===== src/inc/tri_consts.svh =====
// Register offsets, field positions and reset values of the timer readout and flag block
`ifndef TRI_CONSTS_SVH
`define TRI_CONSTS_SVH
// Printed offsets are not all multiples of four: they are indices, byte address is index*4
`define TRI_IDX_T0_LO 16'hFFC8
`define TRI_IDX_T0_HI 16'hFFC9
`define TRI_IDX_T1_LO 16'hFFCA
`define TRI_IDX_T1_HI 16'hFFCB
`define TRI_IDX_MSK_TMR 16'hFFE2
`define TRI_IDX_MSK_SER 16'hFFE3
`define TRI_IDX_MSK_KG0 16'hFFE4
`define TRI_IDX_MSK_KG1 16'hFFE5
`define TRI_IDX_MSK_CLK 16'hFFE6
`define TRI_IDX_MSK_SW 16'hFFE7
`define TRI_IDX_FLG_TMR 16'hFFF2
`define TRI_IDX_FLG_SER 16'hFFF3
`define TRI_IDX_FLG_KG0 16'hFFF4
`define TRI_IDX_FLG_KG1 16'hFFF5
`define TRI_IDX_FLG_CLK 16'hFFF6
`define TRI_IDX_FLG_SW 16'hFFF7
`define TRI_NSRC 11
// Source positions in the packed source vector
`define TRI_SRC_T0 0
`define TRI_SRC_T1 1
`define TRI_SRC_SER 2
`define TRI_SRC_KG0 3
`define TRI_SRC_KG1 4
`define TRI_SRC_CLK32 5
`define TRI_SRC_CLK1 8
`define TRI_SRC_SW10 9
`define TRI_SRC_SW1 10
`define TRI_RESET_NIB 4'h0
`endif


===== src/inc/tri_pkg.sv =====
// Types for the timer readout and interrupt flag block
package tri_pkg;
	typedef struct packed {
		logic [7:0] timer1_count_value;
		logic [7:0] timer0_count_value;
	} tri_counts_t;
	// One bit per source, order matches the source positions
	typedef struct packed {
		logic stopwatch_1hz;
		logic stopwatch_10hz;
		logic clk1hz;
		logic clk2hz;
		logic clk8hz;
		logic clk32hz;
		logic key_group1;
		logic key_group0;
		logic serial;
		logic timer1;
		logic timer0;
	} tri_src_t;
endpackage


===== src/rtl/tri_irq.sv =====
// Timer count readout, interrupt masks and factor flags behind an APB slave
`include "tri_consts.svh"

////////////////////////////////////////////////////////////////////////////////
module tri_irq (
	input wire logic pclk,
	input wire logic presetn,
	input wire logic psel,
	input wire logic penable,
	input wire logic pwrite,
	input wire logic [31:0] paddr,
	input wire logic [31:0] pwdata,
	input wire logic [3:0] pstrb,
	output logic [31:0] prdata,
	output logic pready,
	output logic pslverr,
	input wire tri_pkg::tri_counts_t timer_counts,
	input wire tri_pkg::tri_src_t src_events,
	output logic irq
);

	////////////////////////////////////////////////////////////////////////////////
	logic [10:0] mask_reg;
	logic [10:0] flag_reg;
	logic [10:0] flag_next;
	logic [10:0] wr_mask;
	logic [10:0] wr_clear;
	logic [10:0] rd_mask;
	logic [10:0] rd_flag;
	logic [15:0] idx;
	logic word_ok;
	logic hit;
	logic wr_en;
	logic [3:0] nib;
	logic [3:0] rd_nib;
	logic [31:0] prdata_reg;

	// Upper address bits must be zero and word aligned, else the access errors
	assign idx = paddr[17:2];
	assign word_ok = (paddr[31:18] == 14'h0000) && (paddr[1:0] == 2'h0);
	assign pready = 1'b1;
	assign wr_en = psel && penable && pwrite && pstrb[0];
	assign nib = pwdata[3:0];

	////////////////////////////////////////////////////////////////////////////////
	// Decode: map a nibble-wide register onto the flat source vector
	always_comb begin
		wr_mask = 11'h000;
		wr_clear = 11'h000;
		rd_nib = `TRI_RESET_NIB;
		hit = 1'b1;
		unique case (idx)
			`TRI_IDX_T0_LO: rd_nib = timer_counts.timer0_count_value[3:0];
			`TRI_IDX_T0_HI: rd_nib = timer_counts.timer0_count_value[7:4];
			`TRI_IDX_T1_LO: rd_nib = timer_counts.timer1_count_value[3:0];
			`TRI_IDX_T1_HI: rd_nib = timer_counts.timer1_count_value[7:4];
			`TRI_IDX_MSK_TMR: begin
				rd_nib = {2'h0, mask_reg[1:0]};
				wr_mask[1:0] = 2'h3;
			end
			`TRI_IDX_MSK_SER: begin
				rd_nib = {3'h0, mask_reg[`TRI_SRC_SER]};
				wr_mask[`TRI_SRC_SER] = 1'b1;
			end
			`TRI_IDX_MSK_KG0: begin
				rd_nib = {3'h0, mask_reg[`TRI_SRC_KG0]};
				wr_mask[`TRI_SRC_KG0] = 1'b1;
			end
			`TRI_IDX_MSK_KG1: begin
				rd_nib = {3'h0, mask_reg[`TRI_SRC_KG1]};
				wr_mask[`TRI_SRC_KG1] = 1'b1;
			end
			`TRI_IDX_MSK_CLK: begin
				rd_nib = mask_reg[`TRI_SRC_CLK1:`TRI_SRC_CLK32];
				wr_mask[`TRI_SRC_CLK1:`TRI_SRC_CLK32] = 4'hF;
			end
			`TRI_IDX_MSK_SW: begin
				rd_nib = {2'h0, mask_reg[`TRI_SRC_SW1:`TRI_SRC_SW10]};
				wr_mask[`TRI_SRC_SW1:`TRI_SRC_SW10] = 2'h3;
			end
			`TRI_IDX_FLG_TMR: begin
				rd_nib = {2'h0, flag_reg[1:0]};
				wr_clear[1:0] = nib[1:0];
			end
			`TRI_IDX_FLG_SER: begin
				rd_nib = {3'h0, flag_reg[`TRI_SRC_SER]};
				wr_clear[`TRI_SRC_SER] = nib[0];
			end
			`TRI_IDX_FLG_KG0: begin
				rd_nib = {3'h0, flag_reg[`TRI_SRC_KG0]};
				wr_clear[`TRI_SRC_KG0] = nib[0];
			end
			`TRI_IDX_FLG_KG1: begin
				rd_nib = {3'h0, flag_reg[`TRI_SRC_KG1]};
				wr_clear[`TRI_SRC_KG1] = nib[0];
			end
			`TRI_IDX_FLG_CLK: begin
				rd_nib = flag_reg[`TRI_SRC_CLK1:`TRI_SRC_CLK32];
				wr_clear[`TRI_SRC_CLK1:`TRI_SRC_CLK32] = nib;
			end
			`TRI_IDX_FLG_SW: begin
				rd_nib = {2'h0, flag_reg[`TRI_SRC_SW1:`TRI_SRC_SW10]};
				wr_clear[`TRI_SRC_SW1:`TRI_SRC_SW10] = nib[1:0];
			end
			default: hit = 1'b0;
		endcase
		if (!word_ok) begin
			hit = 1'b0;
			rd_nib = `TRI_RESET_NIB;
		end
	end

	assign pslverr = psel && penable && !hit;

	////////////////////////////////////////////////////////////////////////////////
	// Mask register: written lanes only, unused bits never stored
	always_ff @(posedge pclk or negedge presetn) begin
		if (!presetn) begin
			mask_reg <= 11'h000;
		end else if (wr_en && hit) begin
			mask_reg <= (mask_reg & ~wr_mask) | (wr_mask & {nib[1:0], nib, nib[0], nib[0], nib[0], nib[1:0]});
		end
	end

	////////////////////////////////////////////////////////////////////////////////
	// Flags: set by hardware, cleared by write one; set wins on a collision
	always_comb begin
		flag_next = flag_reg;
		if (wr_en && hit) begin
			flag_next = flag_next & ~wr_clear;
		end
		flag_next = flag_next | src_events;
	end

	always_ff @(posedge pclk or negedge presetn) begin
		if (!presetn) begin
			flag_reg <= 11'h000;
		end else begin
			flag_reg <= flag_next;
		end
	end

	////////////////////////////////////////////////////////////////////////////////
	// Read data registered at the setup cycle so it is stable in the access phase
	always_ff @(posedge pclk or negedge presetn) begin
		if (!presetn) begin
			prdata_reg <= 32'h0000_0000;
		end else if (psel && !penable && !pwrite) begin
			prdata_reg <= {28'h000_0000, rd_nib};
		end
	end
	assign prdata = prdata_reg;

	always_ff @(posedge pclk or negedge presetn) begin
		if (!presetn) begin
			irq <= 1'b0;
		end else begin
			irq <= |(flag_next & mask_reg);
		end
	end

endmodule


===== config.mk =====
export PLATFORM = sky130hd
export DESIGN_NAME = tri_irq
export DESIGN_NICKNAME = d
export VERILOG_FILES = /design/src/inc/tri_pkg.sv /design/src/rtl/tri_irq.sv
export VERILOG_INCLUDE_DIRS = /design/src /design/src/inc
export SDC_FILE = /design/constraint.sdc
export NUM_CORES = 1
export LEC_CHECK = 0
export ABC_CLOCK_PERIOD_IN_PS = 4700
export BUFFER_PORTS_ARGS = -buffer_cell sky130_fd_sc_hd__buf_2
export CAP_MARGIN = 20
export CORE_MARGIN = 2
export CORE_UTILIZATION = 40
export CTS_CLUSTER_DIAMETER = 80
export DETAILED_ROUTE_END_ITERATION = 7
export PLACE_DENSITY = 0.72
export SYNTH_ARGS = -nofsm -noshare
export SYNTH_HDL_FRONTEND = slang
export SYNTH_SLANG_ARGS = --single-unit
export TNS_END_PERCENT = 50

===== constraint.sdc =====
create_clock -name pclk -period 4.7 [get_ports pclk]
set_input_delay 0.94 -clock pclk [delete_from_list [all_inputs] [get_ports pclk]]
set_output_delay 0.94 -clock pclk [all_outputs]
set_load 0.05 [all_outputs]

### After elaboration in Yosys (flattened, before gate mapping)

Index checks and enable logic that the tools add are counted.

* reduce and logical (&&, ||, !) cells: 15
* equality and inequality tests: 16
* bitwise gates (word level): 8
* mux-type cells: 17

Operator list (number)
* 16-bit == test, second input constant: 16
* 4-bit one-hot mux with 16 select lines: 1
* 11-bit AND: 4
* 11-bit NOT: 2
* 11-bit bitwise OR: 2
* 16-bit OR reduction: 1
* 14-bit logical NOT: 1
* 4-bit 2-to-1 mux: 3
* 11-bit 2-to-1 mux: 1
* 11-bit OR reduction: 1
* 1-bit logical AND: 8
* 1-bit 2-to-1 mux: 8
* 2-bit 2-to-1 mux: 4
* 1-bit logical NOT: 3
* 2-bit logical NOT: 1

* input bits: 100
* output and inout port bits: 35
* logic and storage cells: 60
* flip-flop bits (word level): 27

### Longest topological paths before layout

Gate-level depths: netlist (run 1).

* depth in word-level cells: 9
* gate-level depth with buffers: 7
* mapped depth without buffers: 6

### Worst setup path after synthesis (run 1)

No wires, ideal clock.

* path kind: input port to output port
* from: in paddr[4]
* to: out pslverr
* cell stages on the path: 6
* data arrival time: 2668 ps
* buffers on the path: 1
* slack: 1092 ps
* data required time: 3760 ps
* path through: buf_6 -> or4b_2 -> o21ai_0 -> nand4_1 -> or2_2 -> and3_1

* word-level cells in the longest chain between the ends: 6
* elaborated cells between the ends (all ways): 21
* those cells by class: 16 x eq/ne; 2 x mux; 3 x reduce/logical

RTL lines
* start: declaration: line tri_irq.sv:11 `input wire logic [31:0] paddr,`
* 16-bit == test: line tri_irq.sv:52 `unique case (idx)`
* 16-bit OR reduction (no line) *
* 1-bit 2-to-1 mux *: line tri_irq.sv:52
* 1-bit 2-to-1 mux *: line tri_irq.sv:107 `if (!word_ok) begin`
* 1-bit logical NOT *: line tri_irq.sv:113 `assign pslverr = psel && penable && !hit;`
* 1-bit logical AND *: line tri_irq.sv:113
* end: declaration: line tri_irq.sv:16 `output logic pslverr,`

Mark *: on every way between the ends. The rest lies on a longest branch, timed or not.

### Final worst setup path (run 1)

Same ends and word-level chain as after synthesis.

==> flow_summary.html, run 1 <==
<table>
<tr><th>Metric</th><th>Value</th></tr>
<tr><th colspan="2">Yosys</th></tr>
<tr><td>#FFs+latches synth</td><td>27</td></tr>
<tr><td>Cell types with the highest counts after synthesis</td><td>30 x sky130_fd_sc_hd__buf_4, 27 x sky130_fd_sc_hd__dfrtp_1, 18 x sky130_fd_sc_hd__nand2_1</td></tr>
<tr><td>Largest cells by area after synthesis</td><td>sky130_fd_sc_hd__dfrtp_1 32%, sky130_fd_sc_hd__buf_4 11%, sky130_fd_sc_hd__mux2_2 5.4%</td></tr>
<tr><td>Share of synthesized registers carrying an async set or reset</td><td>100%</td></tr>
<tr><td>Proportion of synthesized chip area in sequential cells</td><td>32.1%</td></tr>
<tr><td>Cell Area, Synth</td><td>2100 um^2</td></tr>
<tr><td>Cell with the most instances after synthesis</td><td>sky130_fd_sc_hd__buf_4</td></tr>
<tr><td>Post-Synthesis Mean Instance Area</td><td>9.31 um^2</td></tr>
<tr><td>Gate count of the mapped netlist</td><td>226</td></tr>
<tr><td>Distinct cell type count after synthesis</td><td>56</td></tr>
<tr><td>Fraction of synthesized cell area taken by the top area cell type</td><td>32.1%</td></tr>
<tr><td>Cell accounting for the most synthesized area</td><td>sky130_fd_sc_hd__dfrtp_1</td></tr>
<tr><td>Most frequently used flop master after synthesis</td><td>sky130_fd_sc_hd__dfrtp_1</td></tr>
<tr><td>YS warnings</td><td>0</td></tr>
<tr><td>Number of synthesized flops with an enable pin</td><td>0</td></tr>
<tr><th colspan="2">Floorplan</th></tr>
<tr><td>Die Wd</td><td>76.5 um</td></tr>
<tr><td>Area enclosed by the die boundary</td><td>5850 um^2</td></tr>
<tr><td>Die extent in y</td><td>76.5 um</td></tr>
<tr><td>Number of core rows</td><td>26</td></tr>
<tr><td>Initial Utilization</td><td>41.4%</td></tr>
<tr><td>Top-Level Pins</td><td>135</td></tr>
<tr><td>Core outline area</td><td>5070 um^2</td></tr>
<tr><th colspan="2">Hold path</th></tr>
<tr><td>Worst hold path type</td><td>flop to flop</td></tr>
<tr><td>Startpoint of the most critical hold path</td><td>prdata[0]</td></tr>
<tr><td>Hold depth</td><td>2</td></tr>
<tr><th colspan="2">Finish</th></tr>
<tr><td>Antenna Diode Count</td><td>0</td></tr>
<tr><td>Area taken by multi-input logic gates</td><td>1220 um^2</td></tr>
<tr><td>Layout cell share with drive strength beyond 1</td><td>35.7%</td></tr>
<tr><td>Area taken by flip-flops and latches</td><td>676 um^2</td></tr>
<tr><td>Number of standard cells in the layout, taps in and fillers out</td><td>367</td></tr>
<tr><td>Count of nets after finishing</td><td>398</td></tr>
<tr><td>Number of fillers in the final layout</td><td>483</td></tr>
<tr><td>Syn-to-layout area delta</td><td>17.1%</td></tr>
<tr><th colspan="2">Route</th></tr>
<tr><td>Highest metal used</td><td>met4</td></tr>
<tr><td>Amount of wire on met3 after detailed routing</td><td>396 um</td></tr>
<tr><td>DR DRC count</td><td>0</td></tr>
<tr><td>Wire length on met1</td><td>2.36 mm</td></tr>
<tr><td>Count of vias placed by the detailed router</td><td>1949</td></tr>
<tr><td>Pre-antenna DRT Iters</td><td>4</td></tr>
<tr><td>Number of antenna-violating nets in the routed design</td><td>0</td></tr>
<tr><td>Met2 routed WL</td><td>2.60 mm</td></tr>
<tr><td>Average vias per placed instance</td><td>5.31</td></tr>
<tr><td>Average wire per standard cell</td><td>14.8 um</td></tr>
<tr><td>WL final</td><td>5.42 mm</td></tr>
<tr><td>Initial DRC count</td><td>122</td></tr>
<tr><th colspan="2">Setup path</th></tr>
<tr><td>Largest fanout on the critical path</td><td>11</td></tr>
<tr><td>Path type of the worst setup path</td><td>input pin to output port</td></tr>
<tr><td>Crit path arrival time</td><td>2890 ps</td></tr>
<tr><td>Crit end category</td><td>output port</td></tr>
<tr><td>Reg2reg start</td><td>flag_reg[6]</td></tr>
<tr><td>CP startpoint kind</td><td>input pin</td></tr>
<tr><td>Worst Setup SP</td><td>paddr[4]</td></tr>
<tr><td>Required time worst endpoint</td><td>3760 ps</td></tr>
<tr><td>Number of cells on the worst reg-to-reg path</td><td>5</td></tr>
<tr><th colspan="2">CTS</th></tr>
<tr><td>Largest buffer count on any clock path</td><td>2</td></tr>
<tr><td>Number of buffers added to fix hold violations after cts</td><td>0</td></tr>
<tr><td>Post-cts gate resize count</td><td>0</td></tr>
<tr><td>Clock tree from TritonCTS</td><td>built</td></tr>
<tr><td>CTS sink count</td><td>27</td></tr>
<tr><td>Clock latency at the later pin of the worst-skew pair</td><td>270 ps</td></tr>
<tr><td>Root buffer selected by CTS</td><td>sky130_fd_sc_hd__clkbuf_8</td></tr>
<tr><td>H-tree depth</td><td>1</td></tr>
<tr><td>Clock transition at path regs</td><td>90 ps</td></tr>
<tr><td>Post-CTS Repair Setup Buffers</td><td>0</td></tr>
<tr><td>CTS buffer count</td><td>3</td></tr>
<tr><th colspan="2">Timing</th></tr>
<tr><td>Number of max-slew violations in the final report</td><td>0</td></tr>
<tr><td>Pin slew with the least headroom to its limit</td><td>733 ps</td></tr>
<tr><td>Post-Route Skew</td><td>2.05 ps</td></tr>
<tr><td>Minimum setup slack in the final design</td><td>866 ps</td></tr>
<tr><td>Unrepaired setup endpoints after global routing</td><td>false</td></tr>
<tr><td>Finish-stage setup viols</td><td>0</td></tr>
<tr><td>Maximum clock frequency</td><td>261 MHz</td></tr>
<tr><td>Worst slew margin relative to its limit</td><td>50.7%</td></tr>
<tr><td>Final Hold Slack</td><td>479 ps</td></tr>
<tr><td>Final worst path period share</td><td>81.6%</td></tr>
<tr><td>Final worst path period need</td><td>3830 ps</td></tr>
<tr><td>Final Hold Viols</td><td>0</td></tr>
<tr><td>Setup_tns</td><td>0 ps</td></tr>
<tr><th colspan="2">Placed design</th></tr>
<tr><td>Detailed-placement wirelength estimate</td><td>4.38 mm</td></tr>
<tr><td>Number of cells in the design after placement</td><td>363</td></tr>
<tr><td>Port bufs</td><td>74</td></tr>
<tr><td>Pre-CTS WS</td><td>884 ps</td></tr>
<tr><td>Routability Congestion</td><td>0.883</td></tr>
<tr><th colspan="2">Run status</th></tr>
<tr><td>Outcome</td><td>finished, final reports clean</td></tr>
<tr><th colspan="2">Global route</th></tr>
<tr><td>Vias in the first global route</td><td>1880</td></tr>
<tr><td>Largest net degree at the start of global routing</td><td>28</td></tr>
<tr><td>First-pass GRT wire length</td><td>8.66 mm</td></tr>
<tr><td>Overall fraction of global-route tracks in use</td><td>18.1%</td></tr>
<tr><td>Antenna violations before repair</td><td>0</td></tr>
<tr><td>Overflow left after global routing</td><td>0</td></tr>
<tr><th colspan="2">Power</th></tr>
<tr><td>Leakage Power</td><td>1.11 nW</td></tr>
<tr><td>P per Cell Area</td><td>197 nW/um^2</td></tr>
<tr><td>Largest voltage drop on the vdd net</td><td>0.132 mV</td></tr>
<tr><td>Overall power</td><td>485 uW</td></tr>
<tr><th colspan="2">Flow run</th></tr>
<tr><td>Number of maximum-capacitance violations</td><td>0</td></tr>
</table>
[path summary, 6_finish.rpt]
check / to / slack [ps]
worst max-delay path: pslverr / 870
worst min-delay path: prdata[0] / 480
worst max register to register: irq / 3160
worst min register to register: prdata[0] / 480
max in group asynchronous: flag_reg[10] / 3640
min in group asynchronous: async pin / 660
[routing by layer]
layer | up-vias | GRT usage (%)
met5 | - | 0
met4 | 0 | 4.36
met3 | 7 | 3.20
met2 | 85 | 30.5
met1 | 927 | 24.1
li1 | 930 | -
[kinds of logic after synthesis]
group	after synthesis	synth area share [%]
flops	27	32.1
simple gates	91	26.7
other cells	2	0.357
buf+inv	46	14.5
mux	20	12.5
compound gates	40	13.9
[cell type report]
type / count / share of cell area, %
Tap cell: 70 / 3.56
Inverter: 8 / 1.22
Multi-Input combinational cell: 180 / 49.7
Clock buffer: 4 / 1.83
Sequential cell: 27 / 27.4
Timing Repair Buffer: 78 / 16.3
[per-stage QoR]
stage	area, um^2	utilization (%)
6_report	2460	48.5
3_3_place_gp	2420	47.6
2_1_floorplan	2200	-
4_1_cts	2460	48.5
5_1_grt	2460	48.5
3_5_place_dp	2420	47.6
[layout by cell type (no fill, tap or decap), types with 6 or more instances in the layout]
cell type	Yosys	layout
sky130_fd_sc_hd__nand2_1	18	18
sky130_fd_sc_hd__mux2_2	10	10
sky130_fd_sc_hd__o21ai_0	9	9
sky130_fd_sc_hd__nor2_1	11	11
sky130_fd_sc_hd__nor4_1	9	9
sky130_fd_sc_hd__conb_1	2	29
sky130_fd_sc_hd__dfrtp_1	27	27
sky130_fd_sc_hd__buf_2	0	74
sky130_fd_sc_hd__inv_1	8	8
sky130_fd_sc_hd__nand3_1	9	9
sky130_fd_sc_hd__mux2i_1	6	6
sky130_fd_sc_hd__nor3_1	10	10
[where the power goes]
part / leakage [nW] / switching, mW / internal, mW
logic: 0.778 / 0.0869 / 0.0333
clock network: 0.0228 / 0.0721 / 0.0608
registers: 0.309 / 0.00000000000208 / 0.232
total: 1.11 / 0.159 / 0.326
[critical path, stage by stage]
cell	delay, ps
sky130_fd_sc_hd__buf_2	180
sky130_fd_sc_hd__or4b_2	700
sky130_fd_sc_hd__o21ai_0	100
sky130_fd_sc_hd__nand4_1	220
sky130_fd_sc_hd__or2_2	360
sky130_fd_sc_hd__and3_1	180
sky130_fd_sc_hd__buf_2	210
Note: power is estimated with default switching activity, not from simulation.
==> run 2: changes to the inputs <==
Settings changed: ABC_CLOCK_PERIOD_IN_PS 4700 to 3900.
Clock period 4.7 ns to 3.9 ns, I/O delays scaled along.
==> flow_summary.html, run 2 (synthesized netlist as in run 1, its figures left out) <==
<table>
<tr><th>Metric</th><th>Value</th></tr>
<tr><th colspan="2">Run status</th></tr>
<tr><td>Outcome</td><td>finished, final reports clean</td></tr>
<tr><th colspan="2">Global route</th></tr>
<tr><td>Overflow left after global routing</td><td>0 (unchanged)</td></tr>
<tr><td>First-pass GRT wire length</td><td>8.53 mm (-1.5%)</td></tr>
<tr><td>Overall fraction of global-route tracks in use</td><td>18.2% (+0.083 points)</td></tr>
<tr><td>Vias in the first global route</td><td>1809 (-3.8%)</td></tr>
<tr><td>Largest net degree at the start of global routing</td><td>28 (unchanged)</td></tr>
<tr><td>Antenna violations before repair</td><td>0 (unchanged)</td></tr>
<tr><th colspan="2">Setup path</th></tr>
<tr><td>Crit path arrival time</td><td>2720 ps (-170 ps)</td></tr>
<tr><td>Path type of the worst setup path</td><td>input pin to output port</td></tr>
<tr><td>Reg2reg start</td><td>flag_reg[6]</td></tr>
<tr><td>CP startpoint kind</td><td>input pin</td></tr>
<tr><td>Worst-case register-to-register setup slack</td><td>2280 ps (-880 ps)</td></tr>
<tr><td>Number of cells on the worst reg-to-reg path</td><td>5 (unchanged)</td></tr>
<tr><td>Required time worst endpoint</td><td>3120 ps (-640 ps)</td></tr>
<tr><td>RR Endpoint</td><td>irq</td></tr>
<tr><td>Crit end category</td><td>output port</td></tr>
<tr><td>Largest fanout on the critical path</td><td>11 (unchanged)</td></tr>
<tr><th colspan="2">Timing</th></tr>
<tr><td>Final worst path period need</td><td>3500 ps</td></tr>
<tr><td>Pin slew with the least headroom to its limit</td><td>664 ps (-68.7 ps)</td></tr>
<tr><td>Worst slew margin relative to its limit</td><td>55.3% (+4.6 points)</td></tr>
<tr><td>Post-Route Skew</td><td>3.79 ps (+1.75 ps)</td></tr>
<tr><td>Final Hold Viols</td><td>0 (unchanged)</td></tr>
<tr><td>Setup_tns</td><td>0 ps (unchanged)</td></tr>
<tr><td>Unrepaired setup endpoints after global routing</td><td>false</td></tr>
<tr><td>Final Hold Slack</td><td>488 ps (+9.50 ps)</td></tr>
<tr><td>Number of max-slew violations in the final report</td><td>0 (unchanged)</td></tr>
<tr><td>Maximum clock frequency</td><td>286 MHz</td></tr>
<tr><td>Final worst path period share</td><td>89.8%</td></tr>
<tr><td>Finish-stage setup viols</td><td>0 (unchanged)</td></tr>
<tr><th colspan="2">Finish</th></tr>
<tr><td>Most common cell after layout, fill and taps aside</td><td>sky130_fd_sc_hd__buf_2</td></tr>
<tr><td>Layout cell share with drive strength beyond 1</td><td>35.9% (+0.22 points)</td></tr>
<tr><td>Number of standard cells in the layout, taps in and fillers out</td><td>368 (+0.27%)</td></tr>
<tr><td>Count of nets after finishing</td><td>399 (+0.25%)</td></tr>
<tr><td>Antenna Diode Count</td><td>0 (unchanged)</td></tr>
<tr><td>Syn-to-layout area delta</td><td>17.4%</td></tr>
<tr><td>Commonest non-fill, non-tap cells in the layout</td><td>74 x sky130_fd_sc_hd__buf_2, 29 x sky130_fd_sc_hd__conb_1, 27 x sky130_fd_sc_hd__dfrtp_1, 18 x sky130_fd_sc_hd__nand2_1, 11 x sky130_fd_sc_hd__nor2_1</td></tr>
<tr><td>Post-route cell area</td><td>2470 um^2 (+0.30%)</td></tr>
<tr><td>Number of fillers in the final layout</td><td>488 (+1.0%)</td></tr>
<tr><th colspan="2">Route</th></tr>
<tr><td>DR DRC count</td><td>0 (unchanged)</td></tr>
<tr><td>Count of vias placed by the detailed router</td><td>1944 (-0.26%)</td></tr>
<tr><td>Average wire per standard cell</td><td>14.7 um (-0.22%)</td></tr>
<tr><td>Initial DRC count</td><td>166 (+36%)</td></tr>
<tr><td>WL final</td><td>5.42 mm (about the same)</td></tr>
<tr><td>Pre-antenna DRT Iters</td><td>4 (unchanged)</td></tr>
<tr><td>Number of antenna-violating nets in the routed design</td><td>0 (unchanged)</td></tr>
<tr><td>Average vias per placed instance</td><td>5.28 (-0.53%)</td></tr>
<tr><th colspan="2">CTS</th></tr>
<tr><td>Number of buffers added to fix hold violations after cts</td><td>0 (unchanged)</td></tr>
<tr><td>Clock tree from TritonCTS</td><td>built</td></tr>
<tr><td>Post-cts gate resize count</td><td>0 (unchanged)</td></tr>
<tr><td>H-tree depth</td><td>1 (unchanged)</td></tr>
<tr><td>CTS buffer count</td><td>3 (unchanged)</td></tr>
<tr><td>Largest buffer count on any clock path</td><td>2 (unchanged)</td></tr>
<tr><td>Clock transition at path regs</td><td>90 ps (about the same)</td></tr>
<tr><td>Root buffer selected by CTS</td><td>sky130_fd_sc_hd__clkbuf_8</td></tr>
<tr><td>Clock latency at the later pin of the worst-skew pair</td><td>270 ps (about the same)</td></tr>
<tr><td>CTS sink count</td><td>27 (unchanged)</td></tr>
<tr><td>Post-CTS Repair Setup Buffers</td><td>0 (unchanged)</td></tr>
<tr><th colspan="2">Placed design</th></tr>
<tr><td>Placed cell areas</td><td>2420 um^2 (+0.31%)</td></tr>
<tr><td>Routability Congestion</td><td>0.898 (+1.6%)</td></tr>
<tr><td>Detailed-placement wirelength estimate</td><td>4.43 mm (+1.2%)</td></tr>
<tr><td>Number of cells in the design after placement</td><td>364 (+0.28%)</td></tr>
<tr><td>Port bufs</td><td>74 (unchanged)</td></tr>
<tr><th colspan="2">Power</th></tr>
<tr><td>Leakage Power</td><td>1.12 nW (+0.49%)</td></tr>
<tr><td>P per Cell Area</td><td>237 nW/um^2 (+20%)</td></tr>
<tr><td>Largest voltage drop on the vdd net</td><td>0.142 mV (+7.6%)</td></tr>
<tr><td>Overall power</td><td>585 uW (+21%)</td></tr>
<tr><th colspan="2">Floorplan</th></tr>
<tr><td>Die extent in y</td><td>76.5 um (unchanged)</td></tr>
<tr><td>Die Wd</td><td>76.5 um (unchanged)</td></tr>
<tr><td>Initial Utilization</td><td>41.4% (unchanged)</td></tr>
<tr><td>Number of core rows</td><td>26 (unchanged)</td></tr>
<tr><td>Core outline area</td><td>5070 um^2 (unchanged)</td></tr>
<tr><td>Top-Level Pins</td><td>135 (unchanged)</td></tr>
<tr><td>Area enclosed by the die boundary</td><td>5850 um^2 (unchanged)</td></tr>
<tr><th colspan="2">Flow run</th></tr>
<tr><td>Number of maximum-capacitance violations</td><td>0 (unchanged)</td></tr>
<tr><th colspan="2">Hold path</th></tr>
<tr><td>Hold path endpoint</td><td>prdata[0]</td></tr>
<tr><td>Startpoint of the most critical hold path</td><td>prdata[0]</td></tr>
<tr><td>Hold depth</td><td>2 (unchanged)</td></tr>
<tr><td>Worst hold path type</td><td>flop to flop</td></tr>
</table>
run 2: cell count changes in the layout (fill, tap and decap cells not counted):
cell                    previous run  this run
sky130_fd_sc_hd__buf_4             4         5
run 2: final cells by class:
cell class | instances | area (um^2) | share of cell area (%)
well taps | 70 | 87.6 | 3.55
repair buffers | 79 | 408 | 16.5
clock buffers | 4 | 45.0 | 1.82
multi-input cells | 180 | 1220 | 49.5
inverters | 8 | 30.0 | 1.22
flip-flops and latches | 27 | 676 | 27.4
run 2: critical path, cell delays in order:
cell and delay (ps):
sky130_fd_sc_hd__buf_2 180, sky130_fd_sc_hd__or4b_2 700, sky130_fd_sc_hd__o21ai_0 120, sky130_fd_sc_hd__nand4_1 200, sky130_fd_sc_hd__or2_2 340, sky130_fd_sc_hd__and3_1 180
sky130_fd_sc_hd__buf_2 210
run 2: how the worst max path moves through the flow:
stage / cells after the start / slack (ps) / startpoint / end
floorplan: 6 / 610 / paddr[4] / pslverr
global placement: 7 / 410 / paddr[4] / pslverr
detailed placement: 7 / 410 / paddr[4] / pslverr
CTS: 7 / 410 / paddr[4] / pslverr
global route: 7 / 290 / paddr[4] / pslverr
finish: 7 / 400 / paddr[4] / pslverr
run 2: metrics by stage:
step / util (%) / setup slack [ps]
after floorplan: - / 612
after global placement: 47.8 / 411
after detailed placement: 47.8 / 407
after CTS: 48.7 / 406
after global routing: 48.7 / 295
final: 48.7 / 399
run 2: per-layer routing:
| layer | GRT usage [%] | vias to the layer above | part of all wire (%) |
|---|---|---|---|
| met4 | 4.36 | 0 | 0.74 |
| met3 | 2.96 | 4 | 8.7 |
| met2 | 31.4 | 88 | 48 |
| li1 | - | 939 | - |
| met5 | 0 | - | 0 |
| met1 | 23.7 | 913 | 42 |
run 2: power by group:
| part | internal, mW | switching [mW] | total [mW] |
|---|---|---|---|
| clock network | 0.0732 | 0.0869 | 0.160 |
| logic | 0.0401 | 0.105 | 0.145 |
| registers | 0.280 | 0.00000000000240 | 0.280 |
| total | 0.393 | 0.192 | 0.585 |
